## src/biec_defines.svh

```systemverilog
// Offsets, field positions, reset values and direction constants of the interrupt enable block
`ifndef BIEC_DEFINES_SVH
`define BIEC_DEFINES_SVH

`define BIEC_STAT_OFFSET 12'h600
`define BIEC_CTL_OFFSET 12'h604
`define BIEC_DIR_OFFSET 12'h608

`define BIEC_SRC_COUNT 32
`define BIEC_CTL_RESET 32'h0000_0000
`define BIEC_WR_MASK 32'hffff_df00
`define BIEC_FIXED_DIR_ONE 32'h0010_2000
`define BIEC_FIXED_DIR_ZERO 32'h00e0_5000
`define BIEC_QUEUE_LEVEL_MASK 32'h0000_2f00
`define BIEC_STAT_RESET 32'h0000_0c00

`define BIEC_BIT_PCI_PASS 23
`define BIEC_BIT_PARITY_PASS 22
`define BIEC_BIT_SYSERR_PASS 21
`define BIEC_BIT_LOCAL_PASS 20
`define BIEC_BIT_OUT_NOT_EMPTY 13
`define BIEC_BIT_IN_NEW_ENTRY 12
`define BIEC_BIT_SW1 1
`define BIEC_BIT_SW0 0

`endif

```

## src/biec_pkg.sv

```systemverilog
// Types shared by the interrupt enable block
package biec_pkg;
    typedef logic [31:0] biec_word_t;
    typedef enum logic [1:0] {
        BIEC_ACC_IDLE,
        BIEC_ACC_READ,
        BIEC_ACC_WRITE
    } biec_acc_t;
endpackage : biec_pkg

```

## src/biec_route_if.sv

```systemverilog
// Bundle of interrupt sources, their gates and their directions
`timescale 1ns/100ps
interface biec_route_if;
    import biec_pkg::*;
    biec_word_t pending;
    biec_word_t enable;
    biec_word_t direction;
    logic pci_irq;
    logic local_irq;
    modport ctl (output pending, output enable, output direction, input pci_irq, input local_irq);
    modport route (input pending, input enable, input direction, output pci_irq, output local_irq);
endinterface : biec_route_if

```

## src/biec_router.sv

```systemverilog
// Gates each pending source with its enable and steers it by its direction
`timescale 1ns/100ps
module biec_router (
    biec_route_if.route rt
);
    import biec_pkg::*;

    biec_word_t gated;

    assign gated = rt.pending & rt.enable;
    assign rt.pci_irq = |(gated & rt.direction);
    assign rt.local_irq = |(gated & ~rt.direction);
endmodule : biec_router

```

## src/biec_sync.sv

```systemverilog
// Three-stage synchroniser bank; a change counts once stages two and three agree
`timescale 1ns/100ps
module biec_sync #(
    parameter int WIDTH = 4
) (
    input wire logic i_clk,
    input wire logic i_rst,
    input wire logic [WIDTH-1:0] i_async,
    output logic [WIDTH-1:0] o_sync
);
    logic [WIDTH-1:0] meta;
    logic [WIDTH-1:0] s2;
    logic [WIDTH-1:0] s3;

    genvar g;
    generate
        for (g = 0; g < WIDTH; g++) begin : g_bit
            always_ff @(posedge i_clk or posedge i_rst) begin
                if (i_rst) begin
                    meta[g] <= 1'b0;
                    s2[g] <= 1'b0;
                    s3[g] <= 1'b0;
                    o_sync[g] <= 1'b0;
                end else begin
                    meta[g] <= i_async[g];
                    s2[g] <= meta[g];
                    s3[g] <= s2[g];
                    if (s2[g] == s3[g]) begin
                        o_sync[g] <= s3[g];
                    end
                end
            end
        end
    endgenerate
endmodule : biec_sync

```

## src/biec_top.sv

```systemverilog
// Interrupt enable control of the bridge: register channel, status bits and routing
`timescale 1ns/100ps
`include "biec_defines.svh"
module biec_top (
    input wire logic i_clk,
    input wire logic i_rst,
    input wire logic i_reg_rd,
    input wire logic i_reg_wr,
    input wire logic [11:0] i_reg_addr,
    input wire biec_pkg::biec_word_t i_reg_wdata,
    output biec_pkg::biec_word_t o_reg_rdata,
    output logic o_reg_ack,
    input wire biec_pkg::biec_word_t i_src_event,
    input wire logic [3:0] i_pin_irq,
    input wire logic i_outbound_post_mask,
    input wire logic i_inbound_new_entry,
    input wire logic [4:0] i_queue_level,
    output logic o_pci_irq,
    output logic o_local_irq
);
    import biec_pkg::*;

    // ----------------------------------------------------------------
    // Register state
    // ----------------------------------------------------------------
    biec_word_t ctl;
    biec_word_t status;
    biec_word_t direction;
    biec_word_t next_status;
    biec_word_t set_event;
    biec_word_t level_src;
    biec_word_t ctl_view;
    biec_word_t dir_view;
    biec_word_t read_mux;
    biec_acc_t access;
    logic [3:0] pins;
    logic hit_stat;
    logic hit_ctl;
    logic hit_dir;
    logic rt_pci;
    logic rt_local;

    biec_route_if rt ();

    // ----------------------------------------------------------------
    // Pin inputs cross in through four flops
    // ----------------------------------------------------------------
    // pins: 3 pci irq, 2 parity error, 1 system error, 0 local irq
    biec_sync #(.WIDTH(4)) u_sync (
        .i_clk(i_clk),
        .i_rst(i_rst),
        .i_async(i_pin_irq),
        .o_sync(pins)
    );

    // ----------------------------------------------------------------
    // Decode
    // ----------------------------------------------------------------
    assign hit_stat = (i_reg_addr == `BIEC_STAT_OFFSET);
    assign hit_ctl = (i_reg_addr == `BIEC_CTL_OFFSET);
    assign hit_dir = (i_reg_addr == `BIEC_DIR_OFFSET);
    assign access = i_reg_wr ? BIEC_ACC_WRITE : (i_reg_rd ? BIEC_ACC_READ : BIEC_ACC_IDLE);

    // Enable view: mirror bit and zero-reading trigger bits folded in
    always_comb begin
        ctl_view = ctl;
        ctl_view[`BIEC_BIT_OUT_NOT_EMPTY] = i_outbound_post_mask;
        ctl_view[`BIEC_BIT_SW1] = 1'b0;
        ctl_view[`BIEC_BIT_SW0] = 1'b0;
    end

    assign dir_view = (direction & ~`BIEC_FIXED_DIR_ZERO) | `BIEC_FIXED_DIR_ONE;

    assign read_mux = hit_stat ? status : (hit_ctl ? ctl_view : (hit_dir ? dir_view : '0));

    // ----------------------------------------------------------------
    // Status events
    // ----------------------------------------------------------------
    // Queue levels follow their sources whatever the enables say
    always_comb begin
        level_src = '0;
        level_src[15] = 1'b0;
        level_src[13] = i_queue_level[4];
        level_src[11:8] = i_queue_level[3:0];
    end

    always_comb begin
        set_event = i_src_event & ~`BIEC_QUEUE_LEVEL_MASK;
        set_event[`BIEC_BIT_PCI_PASS] = pins[3];
        set_event[`BIEC_BIT_PARITY_PASS] = pins[2];
        set_event[`BIEC_BIT_SYSERR_PASS] = pins[1];
        set_event[`BIEC_BIT_LOCAL_PASS] = pins[0];
        // Only counted while enabled, so a stale post does not fire later
        set_event[`BIEC_BIT_IN_NEW_ENTRY] = i_inbound_new_entry & ctl[`BIEC_BIT_IN_NEW_ENTRY];
        set_event[`BIEC_BIT_SW1] = (access == BIEC_ACC_WRITE) & hit_ctl
            & i_reg_wdata[`BIEC_BIT_SW1];
        set_event[`BIEC_BIT_SW0] = (access == BIEC_ACC_WRITE) & hit_ctl
            & i_reg_wdata[`BIEC_BIT_SW0];
        set_event[7:2] = 6'h00;
    end

    // Set wins over a write-one-to-clear in the same cycle
    always_comb begin
        next_status = status;
        if ((access == BIEC_ACC_WRITE) && hit_stat) begin
            next_status = status & ~i_reg_wdata;
        end
        next_status = (next_status | set_event) & ~`BIEC_QUEUE_LEVEL_MASK;
        next_status = next_status | level_src;
    end

    // ----------------------------------------------------------------
    // Registers
    // ----------------------------------------------------------------
    always_ff @(posedge i_clk or posedge i_rst) begin
        if (i_rst) begin
            ctl <= `BIEC_CTL_RESET;
        end else if ((access == BIEC_ACC_WRITE) && hit_ctl) begin
            ctl <= i_reg_wdata & `BIEC_WR_MASK;
        end
    end

    always_ff @(posedge i_clk or posedge i_rst) begin
        if (i_rst) begin
            direction <= '0;
        end else if ((access == BIEC_ACC_WRITE) && hit_dir) begin
            direction <= i_reg_wdata;
        end
    end

    always_ff @(posedge i_clk or posedge i_rst) begin
        if (i_rst) begin
            status <= `BIEC_STAT_RESET;
        end else begin
            status <= next_status;
        end
    end

    always_ff @(posedge i_clk or posedge i_rst) begin
        if (i_rst) begin
            o_reg_rdata <= '0;
            o_reg_ack <= 1'b0;
        end else begin
            o_reg_ack <= (access != BIEC_ACC_IDLE);
            o_reg_rdata <= (access == BIEC_ACC_READ) ? read_mux : '0;
        end
    end

    // ----------------------------------------------------------------
    // Routing
    // ----------------------------------------------------------------
    // Enables gate every source
    assign rt.pending = status;
    assign rt.enable = ctl_view;
    assign rt.direction = dir_view;
    assign rt_pci = rt.pci_irq;
    assign rt_local = rt.local_irq;

    biec_router u_router (
        .rt(rt)
    );

    always_ff @(posedge i_clk or posedge i_rst) begin
        if (i_rst) begin
            o_pci_irq <= 1'b0;
            o_local_irq <= 1'b0;
        end else begin
            o_pci_irq <= rt_pci;
            o_local_irq <= rt_local;
        end
    end
endmodule : biec_top
```

## config.mk

```make
export PLATFORM = sky130hd
export DESIGN_NAME = biec_top
export DESIGN_NICKNAME = d
export VERILOG_FILES = /design/src/biec_pkg.sv /design/src/biec_route_if.sv /design/src/biec_router.sv /design/src/biec_sync.sv /design/src/biec_top.sv
export VERILOG_INCLUDE_DIRS = /design/src /design/src/src
export SDC_FILE = /design/constraint.sdc
export NUM_CORES = 1
export LEC_CHECK = 0
export BUFFER_PORTS_ARGS = -buffer_cell sky130_fd_sc_hd__buf_2
export CAP_MARGIN = 20
export CORE_MARGIN = 4
export CORE_UTILIZATION = 45
export DETAILED_ROUTE_END_ITERATION = 8
export PLACE_DENSITY = 0.69
export SKIP_CTS_REPAIR_TIMING = 1
export SLEW_MARGIN = 5
export SYNTH_ARGS = -nofsm -noshare
export SYNTH_HDL_FRONTEND = slang
export SYNTH_SLANG_ARGS = --single-unit
```

## constraint.sdc

```tcl
create_clock -name i_clk -period 8.3 [get_ports i_clk]
set_input_delay 1.245 -clock i_clk [delete_from_list [all_inputs] [get_ports i_clk]]
set_output_delay 1.245 -clock i_clk [all_outputs]
set_load 0.005 [all_outputs]
```

; ---- After elaboration in Yosys (flattened, before gate mapping)
; Cells that the tools add are included.
[word_totals]
out_inout_bits = 35
regBits = 138
elab_cells = 57
inputBits = 91
[op_classes]
n_reduce_logical = 6
bitwise = 12
n_eq_ne = 9
muxes = 7
[op_table]
columns = op, count
row1 = $mux 32, 5
row2 = $and 32x32->32, 4
row3 = $not 32->32, 2
row4 = $reduce_or 32->1, 2
row5 = $eq 12x11->1 const B, 3
row6 = $or 32x14->32, 1
row7 = $or 32x32->32, 1
row8 = $and 1x1->1, 4
row9 = $eq 1x1->1, 4
row10 = $logic_and 1x1->1, 3
row11 = $eq 2x1->1 const B, 1
row12 = $eq 2x2->1 const B, 1
row13 = $mux 2, 1
row14 = $reduce_bool 2->1, 1
row15 = $mux 1, 1

; ---- Logic depth before layout (Yosys ltp)
; Gate-level depths: netlist of the first run.
[logic_depth]
word_depth = 7
mapped_depth = 6
ltp_nobuf = 4

; ---- Hierarchy
; A second synthesis of the first run with hierarchy kept.
[unflattened]
hier_cells = 491
hier_area_um2 = 5681.7
[modules_own_cells]
columns = mod, instances, cells_per_inst, area_per_inst_um2
row1 = biec_top, 1, 375, 4748.3
row2 = biec_router, 1, 95, 484.2
row3 = biec_sync, 1, 21, 449.2

; ---- Worst setup path before layout of the first run
; OpenSTA, ideal clock, no wires.
[synth_path]
path_kind = input to register
start = input i_reg_addr[8]
end = register direction[0]
slack_ps = 5630
setup_ps = 127
cell_stages = 5
t_arrival_ps = 2543
cell_sequence = nor4b_4 > nand3_2 > nor3_4 > buf_6 > mux2_1
[synth_between]
elab_chain_len = 2
[synth_rtl]
columns = item, line
row1 = start: declaration, biec_top.sv:9  ; input wire logic [11:0] i_reg_addr,
row2 = $eq 12x11->1 (no source line), n/a
row3 = $logic_and 1x1->1, biec_top.sv:126  ; end else if ((access == BIEC_ACC_WRITE) && hit_dir) begin
row4 = end signal: assignment, biec_top.sv:127  ; direction <= i_reg_wdata;
row5 = end: declaration, biec_top.sv:28  ; biec_word_t direction;
; Every way passes these cells.
; A chain may end at the register's enable or synchronous reset.

; ---- Final worst setup path of the first run
[layout_path]
start = input i_reg_addr[2]
end = register ctl[31]
[layout_between]
elab_chain_len = 2
[layout_rtl]
columns = item, line
row1 = $eq 12x11->1 (no source line), n/a
row2 = $logic_and 1x1->1, biec_top.sv:118  ; end else if ((access == BIEC_ACC_WRITE) && hit_ctl) begin
row3 = end signal: assignment, biec_top.sv:117  ; ctl <= `BIEC_CTL_RESET;
row4 = end signal: assignment, biec_top.sv:119  ; ctl <= i_reg_wdata & `BIEC_WR_MASK;
row5 = end: declaration, biec_top.sv:26  ; biec_word_t ctl;
; Every way passes these cells.

==> flow_summary.toml, run 1 <==
[floorplanning]
initial_core_util_pct = 46.5
die-area_sq_um = 13700
dieHeight_microns = 117
num_rows = 39
num_io_pins = 126
coreArea_sq_um = 11500
fp.dieW_microns = 117

[cts]
cts_tree = "yes"
htreeDepth = 4
clk_latency_ns = 0.41
clockRootBuffer = "clkbuf_16"
numClockSinks = 131
cts_max_path_buffers = 2
clk_pin_slew_ns = 0.05
cts_buffers = 17

[cells_and_area]
seqCellArea_sq_um = 3280
drive_gt1_share_pct = 33.2
nets = 626
nFillCells = 952
area_delta_synth_final_pct = 24.0
num_antenna_cells = 0
multi_input_area_sq_um = 1980

[place]
hpwl_mm = 7.97
gp_congestion = 0.756
io_buffers = 106
pre_cts_ws_ns = 4.65

[sta]
worstMarginPinSlew_ns = 0.934
timing.final.ws_setup_ns = 5.33
setup_tns_ns = 0
relSlewSlack_pct = 37.6
holdWs_ns = 0.345
fin_skew_ns = 0.00529
final_max_slew_viol_count = 0
max_freq_mhz = 337
rsz0062_at_grt = "no"
hold_viol = 0
post-route-min-period_ns = 2.97
period_share_pct = 35.8
setup_viol = 0

[power_and_ir_drop]
pwr-share-comb_pct = 3.8
cellPowerDensity_nw_per_um2 = 222
switchingPower_uw = 298
p_leak_uw = 0.00316
swShare_pct = 20.2
power_frac_clock_pct = 52.0
p_seq_share_pct = 44.2
p_int_uw = 1180
ir_drop_uv = 112

[min_path]
hold_path_depth = 0
min_path_type = "flip-flop to flip-flop"

[synth]
synth-edff-count = 0
ys_warn_count = 0
ys_ff_latch = 131
postSynthCellCount = 425
syn_avg_cell_area_sq_um = 12.6
synthTopCellsByArea = "dfrtp_1 (60%), mux2_2 (6.3%), mux2_1 (4.2%), a2111oi_0 (2.8%), a21o_1 (2.5%)"
synth_fp_nets = 516
synth.top_cells.by_count = "dfrtp_1 (129), nand2_1 (36), nor2_1 (33)"
synth.most_common_cell = "dfrtp_1"
ys_types = 41
synth.yosys.seq_area_share_pct = 61.2
netlist_area_sq_um = 5360
synth_ff_type = "dfrtp_1"
yosys.area.top_type = "dfrtp_1"
synth-async-reset-ratio_pct = 100
synth_top_area_share_pct = 60.3

[run]
maxCapViolCount = 0

[routing]
first_pass_iters = 4
drt_iter0_drc = 216
via_per_inst = 5.37
drc = 0
postRouteAntennaNets = 0
vias = 3712
route.detailed.wl_per_inst_microns = 17.4
drt_wl_total_mm = 12.0

[critical_path]
path_max_fanout = 49
cp.arrival_ns = 3.26
cp-start-kind = "input pin"
worst_ep_required_time_ns = 8.59
r2r_cells = 4
worstSetupEndpointType = "flip-flop"
worst-setup-path-type = "input pin to flip-flop"

[global_routing]
grt_max_degree = 71
grt_pass1_wl_mm = 19.9
antenna_found_initial = 0
overflow = 0
grt_pass1_vias = 3938
track_usage_pct = 19.5

[outcome]
status = "finished clean"
-- critical path: stages --
cell	delay, ns
buf_2	0.66
nand3_2	0.80
mux2_2	0.54
-- power by group through the flow --
stage	Clock (uW)	Combinational [uW]	Sequential (uW)
final	768	56.5	653
after global routing	814	64.4	654
after CTS	785	57.9	653
after detailed placement	0	57.7	664
after global placement	0	55.9	664
after floorplan	0	27.0	663
-- final timing paths --
| path | startpoint | endpoint | slack (ns) |
|---|---|---|---|
| worst min register to register | u_sync.meta[2] | u_sync.s2[2] | 0.35 |
| worst max register to register | rt.pending[21] | o_local_irq | 6.97 |
| min in group asynchronous | i_rst | o_reg_ack | 0.97 |
| max in group asynchronous | i_rst | o_reg_rdata[13] | 5.99 |
| worst max-delay path | i_reg_addr[2] | ctl[31] | 5.33 |
| worst min-delay path | u_sync.meta[2] | u_sync.s2[2] | 0.35 |
-- logic make-up after synthesis --
family,count (synthesis),synth area share [%]
simple gates,147,14.6
flops,131,61.2
mux,63,12.9
compound gates,60,8.66
buf+inv,20,1.82
fa+ha+maj,4,0.747
-- metal layers --
layer,share of wire [%],GRT usage [%],vias to the layer above
met4,1.6,8.10,0
met1,45,25.0,1850
met5,0,0,-
met2,47,30.6,106
met3,6.2,6.38,16
li1,-,-,1740
-- state kept, by name, summed over array words and instances (netlist names), named ones only --
register       count
ctl               23
o_reg_ack          1
o_reg_rdata       32
u_sync.s3          4
u_sync.o_sync      4
u_sync.s2          4
o_local_irq        1
direction         25
o_pci_irq          1
u_sync.meta        4
rt.pending        26
-- final cells by class --
type,count,area share (%)
sequential,131,49.4
multi-input combinational,274,29.8
timing repair buffer,110,8.66
clock buffer,22,7.44
tap,143,2.69
clock inverter,10,1.92
inverter,1,0.0942
-- layout by cell type (no fill, tap or decap), types with 18 or more instances in the layout --
cell type,synthesis,routed
buf_2,5,106
mux2_1,20,20
nor2_1,33,33
dfrtp_1,129,129
mux2_2,30,30
a21o_1,18,18
nand2_1,36,36
nor2b_1,21,21
-- per-stage QoR --
stage | cell area (sq um) | std cells | util (%) | total power [uW]
CTS | 6610 | 689 | 57.4 | 1500
floorplan | 5360 | 425 | - | 690
finish | 6640 | 691 | 57.7 | 1480
detailed placement | 5990 | 657 | 52.0 | 722
global placement | 5990 | 657 | 52.0 | 720
global route | 6640 | 691 | 57.7 | 1530
Note: power is estimated with default switching activity, not from simulation.
==> inputs of run 2 (changes only) <==
--- a/config.mk
+++ b/config.mk
@@ -6,12 +6,13 @@
 export SDC_FILE = /design/constraint.sdc
 export NUM_CORES = 1
 export LEC_CHECK = 0
+export ABC_AREA = 1
 export BUFFER_PORTS_ARGS = -buffer_cell sky130_fd_sc_hd__buf_2
 export CAP_MARGIN = 20
 export CORE_MARGIN = 4
 export CORE_UTILIZATION = 45
 export DETAILED_ROUTE_END_ITERATION = 8
-export PLACE_DENSITY = 0.69
+export PLACE_DENSITY = 0.68
 export SKIP_CTS_REPAIR_TIMING = 1
 export SLEW_MARGIN = 5
 export SYNTH_ARGS = -nofsm -noshare
==> constraint.sdc (replaced) <==
create_clock -name i_clk -period 2.8 [get_ports i_clk]
set_input_delay 0.42 -clock i_clk [delete_from_list [all_inputs] [get_ports i_clk]]
set_output_delay 0.42 -clock i_clk [all_outputs]
set_load 0.005 [all_outputs]
==> run 2 against run 1 <==
Compared with the run above:
- via count up 24%
- non-clock buffer count up 7
- register-to-register slack worse by 5.4 ns
- count of clock-buffer cells in the layout up 2
- largest power group unchanged
- power rose to 2.9 times the previous value
- worst setup slack worse by 4.3 ns
- routed wire length up 16%
- clock power rose to 2.7 times the previous value
- global-route usage up 1.4 points
==> flow_summary.toml, run 2 <==
[critical_path]
r2r_end = "o_local_irq"
path_cells = "buf_2 > nor2_1 > nand2_1 > nor2_4 > nand2_2 > buf_4 > inv_1 > nand2_1 > a21oi_1"
r2r-start = "ctl[12]"
slowest_stage = "inv_1"
reg2reg_slack_ns = 1.61
cp.arrival_ns = 2.05
critPathMostFrequentCell = "nand2_1"
worstSetupEndpointType = "flip-flop"
path_max_fanout = 22
worst_ep_required_time_ns = 3.13
worst-setup-path-type = "input pin to flip-flop"
cp-start-kind = "input pin"
max_stage_delay_ns = 0.40
r2r_cells = 6

[power_and_ir_drop]
swShare_pct = 21.8
p_total_uw = 4210
cellPowerDensity_nw_per_um2 = 624
p_seq_share_pct = 45.9
p_int_uw = 3290
p_leak_uw = 0.00334
switchingPower_uw = 920
ir_drop_uv = 383
power_frac_clock_pct = 49.8
pwr-share-comb_pct = 4.3

[cts]
clk_pin_slew_ns = 0.05
clockRootBuffer = "clkbuf_16"
cts_tree = "yes"
clk_latency_ns = 0.42
numClockSinks = 131
cts_max_path_buffers = 2
cts_buffers = 17
htreeDepth = 4

[sta]
rsz0062_at_grt = "no"
post-route-min-period_ns = 1.73
setup_tns_ns = 0
worstMarginPinSlew_ns = 0.632
hold_viol = 0
relSlewSlack_pct = 57.6
holdWs_ns = 0.105
final_max_slew_viol_count = 0
max_freq_mhz = 580
setup_viol = 0
period_share_pct = 61.6
fin_skew_ns = 0.00350
timing.final.ws_setup_ns = 1.07

[synth]
yosys.area.top_type = "dfrtp_1"
synth_compound_area_share_pct = 14.3
synthTopCellsByArea = "dfrtp_1 (59%), nand2_1 (9.4%), o21ai_0 (5.3%), nand3_1 (5.1%), inv_1 (4.3%)"
synth_mux_area_share_pct = 0
synth.yosys.seq_area_share_pct = 59.6
synth-xor-area-share_pct = 0
ys_ff_latch = 131
postSynthCellCount = 595
ys_types = 30
synth.most_common_cell = "nand2_1"
ys_warn_count = 0
synth.top_cells.by_count = "nand2_1 (138), dfrtp_1 (129), inv_1 (63)"
synth_top_area_share_pct = 58.6
synth_top_family_by_area = "simple AND/OR/NAND/NOR gates"
netlist_area_sq_um = 5510
synth-adder-area-share_pct = 0.727
synth_fp_nets = 686
synthSimpleGateAreaFrac_pct = 18.0
syn_avg_cell_area_sq_um = 9.26
synth-edff-count = 0
synth-async-reset-ratio_pct = 100
synth_ff_type = "dfrtp_1"

[floorplanning]
coreArea_sq_um = 12000
num_rows = 40
die-area_sq_um = 14100
initial_core_util_pct = 45.9
fp.dieW_microns = 119
dieHeight_microns = 119
num_io_pins = 126

[cells_and_area]
nets = 795
seqCellArea_sq_um = 3280
multi_input_area_sq_um = 1830
largest-register = "o_reg_rdata"
nFillCells = 1107
largest_reg_flops = 32
layout_commonest_cell = "nand2_1"
drive_gt1_share_pct = 23.2
num_antenna_cells = 0
final_cells = 864
final_cell_mix = "nand2_1 (138), dfrtp_1 (129), buf_2 (106)"
area_delta_synth_final_pct = 22.6

[place]
io_buffers = 106
gp_congestion = 0.813
place_inst = 831
pre_cts_ws_ns = 0.679
hpwl_mm = 9.21

[routing]
postRouteAntennaNets = 0
vias = 4604
via_per_inst = 5.33
drt_wl_total_mm = 13.9
route.detailed.wl_per_inst_microns = 16.1
drc = 0
drt_iter0_drc = 311
first_pass_iters = 5

[min_path]
hold_path_depth = 1
min_path_type = "input pin to flip-flop"
min_to = "rt.pending[10]"
min_from = "i_queue_level[2]"

[run]
maxCapViolCount = 0

[global_routing]
overflow = 0
grt_max_degree = 60
track_usage_pct = 20.9
grt_pass1_wl_mm = 23.0
antenna_found_initial = 1
grt_pass1_vias = 4649

[outcome]
status = "finished clean"
run 2: critical path: cells and delay by family:
kind	cells	cell delay, ns
buf+inv	3	0.72
compound gates	1	0.18
simple gates	5	0.71
run 2: cell type report:
cell class	count	area share, %
inverter	67	3.78
sequential	131	48.6
tap	147	2.72
timing repair buffer	117	9.48
multi-input combinational	370	27.0
clock buffer	24	7.28
clock inverter	8	1.13
run 2: metal layers:
layer | GRT usage [%] | wire length (microns) | up-vias
li1 | - | - | 2185
met1 | 27.1 | 5900 | 2208
met2 | 33.4 | 6740 | 184
met3 | 6.36 | 1100 | 25
met4 | 7.10 | 186 | 2
met5 | 0 | 7 | -
run 2: how the worst max path moves through the flow:
stage                        from  cells after the start                         end  slack (ns)
floorplan                   i_rst                      1  asynchronous set/reset pin        0.76
global placement    i_reg_addr[7]                      9             o_reg_rdata[23]        0.75
detailed placement  i_reg_addr[7]                      9             o_reg_rdata[23]        0.68
CTS                 i_reg_addr[7]                      9             o_reg_rdata[23]        1.09
global route        i_reg_addr[8]                      9             o_reg_rdata[23]        0.96
finish              i_reg_addr[7]                      9             o_reg_rdata[23]        1.07
run 2: cell families (layout without fill, tap and decap cells):
logic type               Yosys count  after routing
AND/OR/NAND/NOR                  225            225
AO/OA/AOI/OAI                    141            141
buffers and inverters             94            216
adder cells (fa/ha/maj)            4              4
flip-flops                       131            131
run 2: power groups by stage:
stage               Clock, uW  Combinational (uW)  Sequential (uW)
floorplan                   0                85.5             1960
global placement            0                 176             1970
detailed placement          0                 181             1970
CTS                      2130                 182             1940
global route             2220                 205             1940
finish                   2100                 180             1940
run 2: stage by stage:
| step | util [%] | cell area (sq um) |
|---|---|---|
| detailed placement | 51.4 | 6180 |
| CTS | 56.2 | 6750 |
| floorplan | - | 5510 |
| global placement | 51.4 | 6180 |
| finish | 56.2 | 6760 |
| global route | 56.2 | 6760 |
